**src/rtl/mtd_regs.vh**
```
// Constants for the Manchester telegram decoder: register map, fields, reset values, timing.
// Assumes a single 10 MHz clock and an APB master with 32-bit data.
// Summary of operation
// - Bit value is first-half level
// - Framing runs only with data manager enabled
// - ID matches stored configuration byte
// - Complemented ID byte also matches
// - Header is 0110 or complement
// - First data bit follows header directly
// - One pair of equal half-bits ends message
// - Complemented header inverts data until end
// - Wake pin high forces run mode
// - Run/sleep by pin or internal timer
// - Sleep keeps configuration unchanged
// - Reset loads working default configuration
// - Raw output when disabled, serial when enabled
// - Header mode only with data manager enabled
// - Timer cycling stays running after ID only
// - Serial master when config pin high
// - Final partial output byte is padded
`ifndef MTD_REGS_VH
`define MTD_REGS_VH
`define MTD_ADDR_CFG1 12'h000
`define MTD_ADDR_CFG2 12'h004
`define MTD_ADDR_RATE 12'h008
`define MTD_ADDR_STAT 12'h00C
`define MTD_CFG1_RESET 8'hD4
`define MTD_CFG2_RESET 8'h00
`define MTD_RATE_RESET 16'h0410
`define MTD_BIT_HDR 0
`define MTD_BIT_DATA_MGR 1
`define MTD_BIT_SR0 2
`define MTD_BIT_SR1 3
`define MTD_BIT_SOE 4
`define MTD_BIT_MOD 5
`define MTD_HDR_WORD 4'h6
`define MTD_TSTROBE_US 1000
`define MTD_CLK_MHZ 10
`define MTD_TSTROBE_CYC (`MTD_TSTROBE_US * `MTD_CLK_MHZ)
`endif

```
**src/rtl/mtd_decoder.v**
```verilog
// Manchester telegram decoder with APB configuration, wake control and serial output.
// Assumes demodulated data and wake pin synchronous to clk_i.
`timescale 1ns/1ns
`include "mtd_regs.vh"
module mtd_decoder #(
    parameter TSTROBE_CYC = `MTD_TSTROBE_CYC
) (
    // Clock and reset.
    input wire clk_i,
    input wire rst_n_i,
    // APB slave.
    input wire psel_i,
    input wire penable_i,
    input wire pwrite_i,
    input wire [11:0] paddr_i,
    input wire [31:0] pwdata_i,
    output wire [31:0] prdata_o,
    output wire pready_o,
    output wire pslverr_o,
    // Receiver pins.
    input wire demod_output_pin_i,
    input wire wake_pin_i,
    input wire config_mode_pin_i,
    // Serial output and run status.
    output reg mosi_o,
    output reg sclk_o,
    output reg run_mode_o
);
    localparam S_SRCH = 4'h1;
    localparam S_HDR = 4'h2;
    localparam S_DATA = 4'h4;
    localparam [15:0] TSTROBE_LAST = TSTROBE_CYC - 1;

    reg [7:0] cfg1;
    reg [7:0] cfg2;
    reg [15:0] half_cyc;
    reg [3:0] state;
    reg [3:0] next_state;
    reg [15:0] tmr;
    reg pos;
    reg prev_in;
    reg first_half;
    reg viol_prev;
    reg nrz_run;
    reg [7:0] id_sh;
    reg [3:0] hdr_sh;
    reg invert;
    reg next_invert;
    reg [7:0] out_sh;
    reg [2:0] out_cnt;
    reg load_req;
    reg [7:0] load_byte;
    reg [7:0] tx_sh;
    reg [3:0] slot;
    reg busy;
    reg [15:0] sck_tmr;
    reg [5:0] slot_cnt;
    reg id_seen;
    reg [31:0] prd;
    reg [15:0] eom_count;

    wire data_manager_enable = cfg1[`MTD_BIT_DATA_MGR];
    wire header_mode = cfg1[`MTD_BIT_HDR];
    wire soe = cfg1[`MTD_BIT_SOE];
    wire [1:0] sr_sel = {cfg1[`MTD_BIT_SR1], cfg1[`MTD_BIT_SR0]};
    // Strobe ratio is 3, 7, 15 or 31 sleep periods per run period.
    wire [5:0] sr_ratio = (6'h04 << sr_sel) - 6'h01;
    wire edge_seen = demod_output_pin_i != prev_in;
    wire [15:0] quarter = half_cyc >> 1;
    wire half_tick = edge_seen | (tmr == half_cyc - 16'h0001);
    wire sample_tick = tmr == quarter;
    wire pair_viol = sample_tick & pos & (first_half == demod_output_pin_i);
    wire pair_resync = sample_tick & pos & ~pair_viol & nrz_run & (state == S_SRCH);
    wire bit_ok = sample_tick & pos & ~pair_viol & ~pair_resync;
    wire bit_val = first_half;
    wire eom_seen = pair_viol & ((state == S_HDR) | (state == S_DATA));
    wire [3:0] hdr_next = {hdr_sh[2:0], bit_val};
    wire [7:0] id_next = {id_sh[6:0], bit_val};
    wire apb_wr = psel_i & penable_i & pwrite_i;

    function [0:0] sel_match;
        input [7:0] a;
        input [7:0] b;
        begin
            sel_match = (a == b) | (a == ~b);
        end
    endfunction

    function [0:0] hdr_match;
        input [3:0] w;
        input inv;
        begin
            hdr_match = inv ? (w == ~`MTD_HDR_WORD) : (w == `MTD_HDR_WORD);
        end
    endfunction

    assign pready_o = 1'b1;
    assign pslverr_o = 1'b0;
    assign prdata_o = prd;

    // Configuration survives sleep because nothing here clears it but reset.
    always @(posedge clk_i or negedge rst_n_i) begin
        if (!rst_n_i) begin
            cfg1 <= `MTD_CFG1_RESET;
            cfg2 <= `MTD_CFG2_RESET;
            half_cyc <= `MTD_RATE_RESET;
        end else if (apb_wr) begin
            case (paddr_i)
                `MTD_ADDR_CFG1: cfg1 <= pwdata_i[7:0];
                `MTD_ADDR_CFG2: cfg2 <= pwdata_i[7:0];
                `MTD_ADDR_RATE: half_cyc <= (pwdata_i[15:0] < 16'h0004) ? 16'h0004 : pwdata_i[15:0];
                default: cfg1 <= cfg1;
            endcase
        end
    end

    always @(posedge clk_i or negedge rst_n_i) begin
        if (!rst_n_i) begin
            prd <= 32'h0000_0000;
        end else if (psel_i & ~penable_i & ~pwrite_i) begin
            case (paddr_i)
                `MTD_ADDR_CFG1: prd <= {24'h000000, cfg1};
                `MTD_ADDR_CFG2: prd <= {24'h000000, cfg2};
                `MTD_ADDR_RATE: prd <= {16'h0000, half_cyc};
                `MTD_ADDR_STAT: prd <= {eom_count, 8'h00, state, invert, id_seen, run_mode_o, 1'b0};
                default: prd <= 32'h0000_0000;
            endcase
        end
    end

    // Strobe timer: one run slot out of every ratio plus one periods.
    always @(posedge clk_i or negedge rst_n_i) begin
        if (!rst_n_i) begin
            sck_tmr <= 16'h0000;
            slot_cnt <= 6'h00;
        end else if (sck_tmr >= TSTROBE_LAST) begin
            sck_tmr <= 16'h0000;
            slot_cnt <= (slot_cnt >= sr_ratio) ? 6'h00 : slot_cnt + 6'h01;
        end else begin
            sck_tmr <= sck_tmr + 16'h0001;
        end
    end

    // Run/sleep control: the wake pin wins, a seen ID extends the run slot.
    always @(posedge clk_i or negedge rst_n_i) begin
        if (!rst_n_i) begin
            run_mode_o <= 1'b1;
        end else if (wake_pin_i) begin
            run_mode_o <= 1'b1;
        end else if (soe) begin
            run_mode_o <= (slot_cnt == 6'h00) | (data_manager_enable & id_seen);
        end else begin
            run_mode_o <= 1'b0;
        end
    end

    // Half-bit timer: restarts on every line edge so sampling tracks the sender.
    always @(posedge clk_i or negedge rst_n_i) begin
        if (!rst_n_i) begin
            prev_in <= 1'b0;
            tmr <= 16'h0000;
        end else begin
            prev_in <= demod_output_pin_i;
            if (half_tick) begin
                tmr <= 16'h0000;
            end else begin
                tmr <= tmr + 16'h0001;
            end
        end
    end

    // Half-bit pairing: equal halves realign, the first change after a steady level starts a bit.
    always @(posedge clk_i or negedge rst_n_i) begin
        if (!rst_n_i) begin
            first_half <= 1'b0;
            pos <= 1'b0;
            viol_prev <= 1'b0;
            nrz_run <= 1'b0;
        end else if (sample_tick) begin
            if (!pos) begin
                first_half <= demod_output_pin_i;
                pos <= 1'b1;
            end else if (pair_viol) begin
                first_half <= demod_output_pin_i;
                nrz_run <= viol_prev;
                viol_prev <= 1'b1;
            end else if (pair_resync) begin
                first_half <= demod_output_pin_i;
                nrz_run <= 1'b0;
                viol_prev <= 1'b0;
            end else begin
                pos <= 1'b0;
                nrz_run <= 1'b0;
                viol_prev <= 1'b0;
            end
        end
    end

    // Frame sequencer: search for the ID, then the header when header mode is set, then data.
    always @* begin
        next_state = state;
        next_invert = invert;
        case (state)
            S_SRCH: begin
                if (bit_ok && sel_match(id_next, cfg2)) begin
                    next_state = header_mode ? S_HDR : S_DATA;
                    next_invert = 1'b0;
                end
            end
            S_HDR: begin
                if (eom_seen) begin
                    next_state = S_SRCH;
                end else if (bit_ok && hdr_match(hdr_next, 1'b0)) begin
                    next_state = S_DATA;
                    next_invert = 1'b0;
                end else if (bit_ok && hdr_match(hdr_next, 1'b1)) begin
                    next_state = S_DATA;
                    next_invert = 1'b1;
                end
            end
            S_DATA: begin
                if (eom_seen) begin
                    next_state = S_SRCH;
                    next_invert = 1'b0;
                end
            end
            default: begin
                next_state = S_SRCH;
                next_invert = 1'b0;
            end
        endcase
        if (!data_manager_enable) begin
            next_state = S_SRCH;
            next_invert = 1'b0;
        end
    end

    always @(posedge clk_i or negedge rst_n_i) begin
        if (!rst_n_i) begin
            state <= S_SRCH;
            invert <= 1'b0;
        end else begin
            state <= next_state;
            invert <= next_invert;
        end
    end

    // Search shifters: ID bits while searching, header bits after a matched ID.
    always @(posedge clk_i or negedge rst_n_i) begin
        if (!rst_n_i) begin
            id_sh <= 8'h00;
            hdr_sh <= 4'h0;
        end else if (bit_ok) begin
            if (state == S_SRCH) begin
                id_sh <= id_next;
                hdr_sh <= 4'h0;
            end else if (state == S_HDR) begin
                hdr_sh <= hdr_next;
            end
        end
    end

    // ID flag and end-of-message counter.
    always @(posedge clk_i or negedge rst_n_i) begin
        if (!rst_n_i) begin
            id_seen <= 1'b0;
            eom_count <= 16'h0000;
        end else begin
            if (!data_manager_enable || eom_seen) begin
                id_seen <= 1'b0;
            end else if (state == S_SRCH && next_state != S_SRCH) begin
                id_seen <= 1'b1;
            end
            if (eom_seen) begin
                eom_count <= eom_count + 16'h0001;
            end
        end
    end

    // Data assembly: whole bytes go out at once, a partial byte is padded with zeros.
    always @(posedge clk_i or negedge rst_n_i) begin
        if (!rst_n_i) begin
            out_sh <= 8'h00;
            out_cnt <= 3'h0;
            load_req <= 1'b0;
            load_byte <= 8'h00;
        end else begin
            load_req <= 1'b0;
            if (state != S_DATA) begin
                out_cnt <= 3'h0;
            end else if (eom_seen) begin
                out_cnt <= 3'h0;
                if (out_cnt != 3'h0) begin
                    load_req <= 1'b1;
                    load_byte <= out_sh << (4'h8 - {1'b0, out_cnt});
                end
            end else if (bit_ok) begin
                out_sh <= {out_sh[6:0], bit_val ^ invert};
                out_cnt <= out_cnt + 3'h1;
                if (out_cnt == 3'h7) begin
                    load_req <= 1'b1;
                    load_byte <= {out_sh[6:0], bit_val ^ invert};
                end
            end
        end
    end

    // Serial master: each loaded byte leaves MSB first over sixteen half-bit ticks.
    always @(posedge clk_i or negedge rst_n_i) begin
        if (!rst_n_i) begin
            tx_sh <= 8'h00;
            slot <= 4'h0;
            busy <= 1'b0;
            mosi_o <= 1'b0;
            sclk_o <= 1'b0;
        end else if (!data_manager_enable) begin
            busy <= 1'b0;
            slot <= 4'h0;
            sclk_o <= 1'b0;
            mosi_o <= demod_output_pin_i;
        end else if (!config_mode_pin_i) begin
            busy <= 1'b0;
            slot <= 4'h0;
            sclk_o <= 1'b0;
            mosi_o <= 1'b0;
        end else if (load_req) begin
            tx_sh <= load_byte;
            slot <= 4'h0;
            busy <= 1'b1;
            sclk_o <= 1'b0;
        end else if (busy && half_tick) begin
            slot <= slot + 4'h1;
            sclk_o <= ~slot[0];
            if (!slot[0]) begin
                mosi_o <= tx_sh[7];
                tx_sh <= {tx_sh[6:0], 1'b0};
            end
            if (slot == 4'hF) begin
                busy <= 1'b0;
            end
        end else if (!busy) begin
            sclk_o <= 1'b0;
            mosi_o <= 1'b0;
        end
    end
endmodule

```
**config.mk**
```make
export PLATFORM = sky130hd
export DESIGN_NAME = mtd_decoder
export DESIGN_NICKNAME = d
export VERILOG_FILES = /design/src/rtl/mtd_decoder.v
export VERILOG_INCLUDE_DIRS = /design/src /design/src/rtl
export SDC_FILE = /design/constraint.sdc
export NUM_CORES = 1
export LEC_CHECK = 0
export ABC_AREA = 1
export BUFFER_PORTS_ARGS = -buffer_cell sky130_fd_sc_hd__buf_2
export CORE_MARGIN = 2
export CORE_UTILIZATION = 62
export CTS_CLUSTER_DIAMETER = 40
export DETAILED_ROUTE_END_ITERATION = 8
export PLACE_DENSITY = 0.83
export SLEW_MARGIN = 30
export SYNTH_ARGS = -nofsm -noshare
export SYNTH_HDL_FRONTEND = slang
export SYNTH_SLANG_ARGS = --single-unit
```
**constraint.sdc**
```tcl
create_clock -name clk_i -period 4.7 [get_ports clk_i]
set_clock_uncertainty 0.1 [all_clocks]
set_input_delay 0.94 -clock clk_i [delete_from_list [all_inputs] [get_ports clk_i]]
set_output_delay 0.94 -clock clk_i [all_outputs]
set_load 0.005 [all_outputs]
```
==> Yosys cells after proc, flatten, opt, wreduce, memory -nomap -nowiden <==
Index checks and enable logic that the tools add are counted.
{ "word_totals": {"ff_bits": 175, "inputBits": 52, "wordCells": 195} }
{ "classes": {"n_addsub": 9, "n_lt_le_gt_ge": 3, "n_eq_ne": 31, "n_shift": 2, "n_mux": 68, "bitwise_logic": 25, "n_reduce_logical": 29} }
{ "ops": {"columns": ["cell", "count"], "rows": [
  ["$pmux W32 S4", 1],
  ["$mux W8", 7],
  ["$add A16 B1 Y16 const B", 3],
  ["$mux W16", 3],
  ["$mux W4", 10],
  ["$mux W1", 38],
  ["$eq A12 B4 Y1 const B", 2],
  ["$mux W3", 6],
  ["$eq A16 B15 Y1", 1],
  ["$eq A16 B16 Y1", 1],
  ["$eq A8 B8 Y1", 2],
  ["$ge A16 B14 Y1 const B", 1],
  ["$lt A16 B3 Y1 const B", 1],
  ["$reduce_and A2 Y1", 8],
  ["$sub A16 B1 Y16 const B", 1],
  ["$and A1 B1 Y1", 12],
  ["$eq A12 B3 Y1 const B", 1],
  ["$logic_not A12 Y1", 1],
  ["$pmux W4 S3", 1],
  ["$reduce_and A4 Y1", 3],
  ["$reduce_bool A2 Y1", 5],
  ["$ne A3 B3 Y1 const B", 3],
  ["$eq A4 B3 Y1 const B", 2],
  ["$eq A4 B4 Y1 const B", 2],
  ["other kinds (34)", 52]
]} }

==> Depth between registers and ports, before layout <==
{ "logic_depth": {"word_depth": 19, "ltp_mapped": 18, "depth_no_buf": 18} }

==> Worst setup path before layout <==
No wires, ideal clock.
{ "synth_path": {"path_kind": "input-to-reg", "start": "input port paddr_i[11]", "end": "register half_cyc[0]", "arrival_time_ps": 2165, "setup_slack_ps": 2305, "path_stages": 7, "n_path_buf": 1, "cell_sequence": "nor2_1 > nand2_1 > nor2_1 > nand3_1 > inv_1 > clkbuf_1 > o22ai_1"} }
{ "synth_between": {"elab_chain_len": 2} }
{ "synth_rtl": {"columns": ["element", "line", "rtl"], "rows": [
  ["start: declaration", "mtd_decoder.v:15", "input wire [11:0] paddr_i,"],
  ["$eq A12 B4 Y1", "mtd_decoder.v:108", "case (paddr_i)"],
  ["$reduce_and A2 Y1 (no line)", null, null],
  ["end signal: assignment", "mtd_decoder.v:106", "half_cyc <= `MTD_RATE_RESET;"],
  ["end signal: assignment", "mtd_decoder.v:111", "`MTD_ADDR_RATE: half_cyc <= (pwdata_i[15:0] < 16'h0004) ? 16'h0004 : pwdata_i[15:0];"],
  ["end: declaration", "mtd_decoder.v:36", "reg [15:0] half_cyc;"]
]} }
No other way between the ends.
A chain may end at the register's enable or synchronous reset.

==> Final worst setup path <==
{ "layout_path": {"start": "register tmr[11]", "end": "register state[1]"} }
{ "layout_between": {"elab_chain_len": 15} }
{ "layout_rtl": {"columns": ["element", "line", "rtl"], "rows": [
  ["start: declaration", "mtd_decoder.v:39", "reg [15:0] tmr;"],
  ["start signal: assignment", "mtd_decoder.v:167", "tmr <= tmr + 16'h0001;"],
  ["$eq A16 B15 Y1 *", "mtd_decoder.v:71", "wire sample_tick = tmr == quarter;"],
  ["$and A1 B1 Y1 *", "mtd_decoder.v:72, mtd_decoder.v:73, mtd_decoder.v:74", null],
  ["$and A1 B1 Y1", "mtd_decoder.v:72", "wire pair_viol = sample_tick & pos & (first_half == demod_output_pin_i);"],
  ["$not A1 Y1", "mtd_decoder.v:73, mtd_decoder.v:74", null],
  ["$and A1 B1 Y1", "mtd_decoder.v:73, mtd_decoder.v:74", null],
  ["$and A1 B1 Y1 (2 in series)", "mtd_decoder.v:73", "wire pair_resync = sample_tick & pos & ~pair_viol & nrz_run & (state == S_SRCH);"],
  ["$not A1 Y1", "mtd_decoder.v:74", "wire bit_ok = sample_tick & pos & ~pair_viol & ~pair_resync;"],
  ["$and A1 B1 Y1", "mtd_decoder.v:74", null],
  ["$logic_and A1 B1 Y1", "mtd_decoder.v:216", "end else if (bit_ok && hdr_match(hdr_next, 1'b1)) begin"],
  ["$mux W4", "mtd_decoder.v:216", null],
  ["$mux W4", "mtd_decoder.v:213", "end else if (bit_ok && hdr_match(hdr_next, 1'b0)) begin"],
  ["$mux W4", "mtd_decoder.v:211", "if (eom_seen) begin"],
  ["$pmux W4 S3 *", "mtd_decoder.v:203", "case (state)"],
  ["$mux W4 *", "mtd_decoder.v:232", "if (!data_manager_enable) begin"],
  ["via next_state[1]", "mtd_decoder.v:38", "reg [3:0] next_state;"],
  ["end signal: assignment", "mtd_decoder.v:243", "state <= next_state;"],
  ["end: declaration", "mtd_decoder.v:37", "reg [3:0] state;"]
]} }
The timed path passes the listed nets; every way through them passes the cells marked *.

==> flow_metrics.tcl <==
set metrics [dict create \
    port_buffers 70 \
    whs_ps 363 \
    vias 8050 \
    drv_cap 0 \
    grt_max_degree 95 \
    cts_made_buffers 17 \
    drtIter0Drc 614 \
    rrSetupSlack_ps 1940 \
    grt_pass1_wl_um 36000 \
    setup_viol 0 \
    timing.rr.end "state[1]$_DFF_PN0_" \
    hold_buffers 0 \
    synthArstFlopShare_pct 100 \
    insertion_delay_ps 430 \
    intPower_w 0.00238 \
    worst_path_largest_cell_delay_ps 660 \
    worstHoldStart "sck_tmr[0]$_DFF_PN0_" \
    wl_per_cell_um 14.9 \
    path_max_fanout 37 \
    syn-cell-area_um2 9310 \
    critPathSlowestCell "nor2_4" \
    critPathCaptureType "flip-flop" \
    cp_cell_sequence "inv_1, nor2_1, nor3_1, nand2_1, nor2_2, nand4_4, nor2_4, nor2_1, nand2_1, o32ai_1" \
    vias_per_cell 5.63 \
    synth_cell_types 53 \
    cts_tree "done" \
    critPathLaunchType "flip-flop" \
    grt_pass1_vias 7690 \
    power_frac_seq_pct 49.9 \
    sw_frac_of_total_pct 23.7 \
    fillers 1128 \
    synthTopCellsByArea "dfrtp_1 45%, nand2_1 13%, o21ai_0 5.3%" \
    syn_inst 1166 \
    synth_ff_type "dfrtp_1" \
    globalRouteOverflowTotal 0 \
    layout_commonest_cell "nand2_1" \
    rows 44 \
    ys.warnings.count 0 \
    arrival_ps 2960 \
    drc 0 \
    coreArea_um2 14600 \
    final_max_slew_viol_count 0 \
    start_util_pct 63.8 \
    layout_common_cells "321 x nand2_1, 167 x dfrtp_1, 127 x inv_1" \
    max-vdd-ir-drop_mv 0.292 \
    final_layout_size_suffix_gt1_share_pct 11.9 \
    p_leak_nw 5.07 \
    finalNetCount 1298 \
    htreeDepth 4 \
    syn_avg_cell_area_um2 7.98 \
    hpwl_um 14900 \
    cts.clk_slew.worst_paths_ps 60 \
    min_to "sck_tmr[0]$_DFF_PN0_" \
    ys_seq_elements 175 \
    routabilityCongestion 0.916 \
    dr.pass1.iters 7 \
    pwr-share-clk_pct 43.6 \
    ys_seq_area_share_pct 47.2 \
    tns_ps 0 \
    syn_to_final_growth_pct 11.4 \
    min_path_cells 1 \
    yosysTopAreaCellShare_pct 44.9 \
    die_area_um2 16000 \
    finalCriticalPeriod_ps 2760 \
    p_switching_w 0.000739 \
    hold_path.class "reg2reg" \
    outcome "finished, final reports clean" \
    p_per_area_nw_per_um2 301 \
    die_w_um 127 \
    ant_nets 0 \
    tightest_slew_ps 867 \
    synth_area_leader_cell "dfrtp_1" \
    grt_usage_pct 27.7 \
    finalCritPeriodShare_pct 58.8 \
    utilization_pct 71.1 \
    clock-root-buffer "clkbuf_16" \
    post_cts_resized 0 \
    synth_enable_flop_cells 0 \
    fmax_mhz 362 \
    antenna_found_initial 0 \
    drt-total-wl_um 21300 \
    combinationalPowerShare_pct 6.6 \
    cp.required_ps 4900 \
    cts.sinks 175 \
    rsz0062_at_grt "no" \
    relSlewSlack_pct 42.2 \
    io_pins 89 \
    die_y_um 127 \
    n_antenna_cell 0 \
    clockBufferDepth 2 \
    crit-reg2reg-launch "tmr[11]$_DFF_PN0_" \
    cts_setup_buffers 0 \
    reg2regPathDepth 10 \
    hold_viol_final 0 \
    path_class "reg2reg" \
]
-- power by group through the flow --
stage	Clock, W	Sequential [W]	Combinational, W
final	0.00136	0.00156	0.000206
after floorplan	0	0.00158	0.000125
after detailed placement	0	0.00158	0.000206
after global placement	0	0.00158	0.000198
after CTS	0.00137	0.00156	0.000208
after global routing	0.00144	0.00156	0.000238
-- through the flow --
stage	cell area (um^2)	setup slack [ps]	instances	total power, W
2_1_floorplan	9320	2300	1169	0.00170
3_3_place_gp	9800	1660	1397	0.00178
3_5_place_dp	9800	1630	1397	0.00179
4_1_cts	10400	1970	1429	0.00314
5_1_grt	10400	1660	1429	0.00324
6_report	10400	1940	1429	0.00312
-- cells in the mapped netlist (19+ instances only) --
library cell,n
xor2_1,33
nand3_1,51
inv_1,127
o21ai_0,99
dfrtp_1,167
a21oi_1,19
o31ai_1,23
nor3_1,28
xnor2_1,20
nand4_1,21
nand2_1,321
nor2_1,97
-- cell type report --
type | instances | area (um^2) | area share (%)
well taps | 184 | 230 | 2.22
flip-flops and latches | 175 | 4390 | 42.3
repair buffers | 73 | 392 | 3.78
inverters | 136 | 512 | 4.94
clock inverters | 9 | 82.6 | 0.796
multi-input cells | 829 | 4280 | 41.2
clock buffers | 23 | 488 | 4.71
-- worst max-delay path by stage --
stage | cells past startpoint | endpoint | from
floorplan | 7 | half_cyc[0]$_DFFE_PN0P_ | paddr_i[11]
global placement | 5 | prdata_o[27]$_DFFE_PN0P_ | pwrite_i
detailed placement | 5 | prdata_o[19]$_DFFE_PN0P_ | pwrite_i
CTS | 10 | load_byte[3]$_DFFE_PN0P_ | tmr[11]$_DFF_PN0_
global route | 14 | tx_sh[2]$_DFFE_PN0P_ | half_cyc[0]$_DFFE_PN0P_
finish | 10 | state[1]$_DFF_PN0_ | tmr[11]$_DFF_PN0_
-- worst max-delay path, delay by kind of cell, from the launching register on --
family / cells / cell delay [ps]
AOI/OAI and AO/OA: 1 / 90
buffers and inverters: 1 / 160
DFF: 1 / 440
and+or+nand+nor: 8 / 1840
-- per-layer routing --
metal | wire length, um | global-route usage (%) | vias up
li1 | - | - | 3948
met1 | 9300 | 36.7 | 3797
met2 | 10300 | 46.2 | 254
met3 | 1140 | 5.19 | 51
met4 | 506 | 9.83 | 0
met5 | 0 | 0 | -
-- kinds of logic after synthesis --
kind of cell / count (synthesis) / share of synthesized area (%)
muxes: 7 / 0.847
DFF: 175 / 47.2
buffers and inverters: 165 / 7.01
AOI/OAI and AO/OA: 184 / 11.3
xor gates and xnor gates: 53 / 4.99
and+or+nand+nor: 566 / 26.7
other: 2 / 0.0807
adders and majority gates: 14 / 1.88
-- flip-flops by register name (all words and copies together) (netlist names), 3 cells and up --
register   flops
cfg1           8
cfg2           8
eom_count     16
half_cyc      16
hdr_sh         3
id_sh          7
load_byte      8
out_cnt        3
out_sh         8
prdata_o      32
sck_tmr       16
slot           4
slot_cnt       6
state          4
tmr           16
tx_sh          8
No activity file was read; power rests on OpenSTA's default activity.
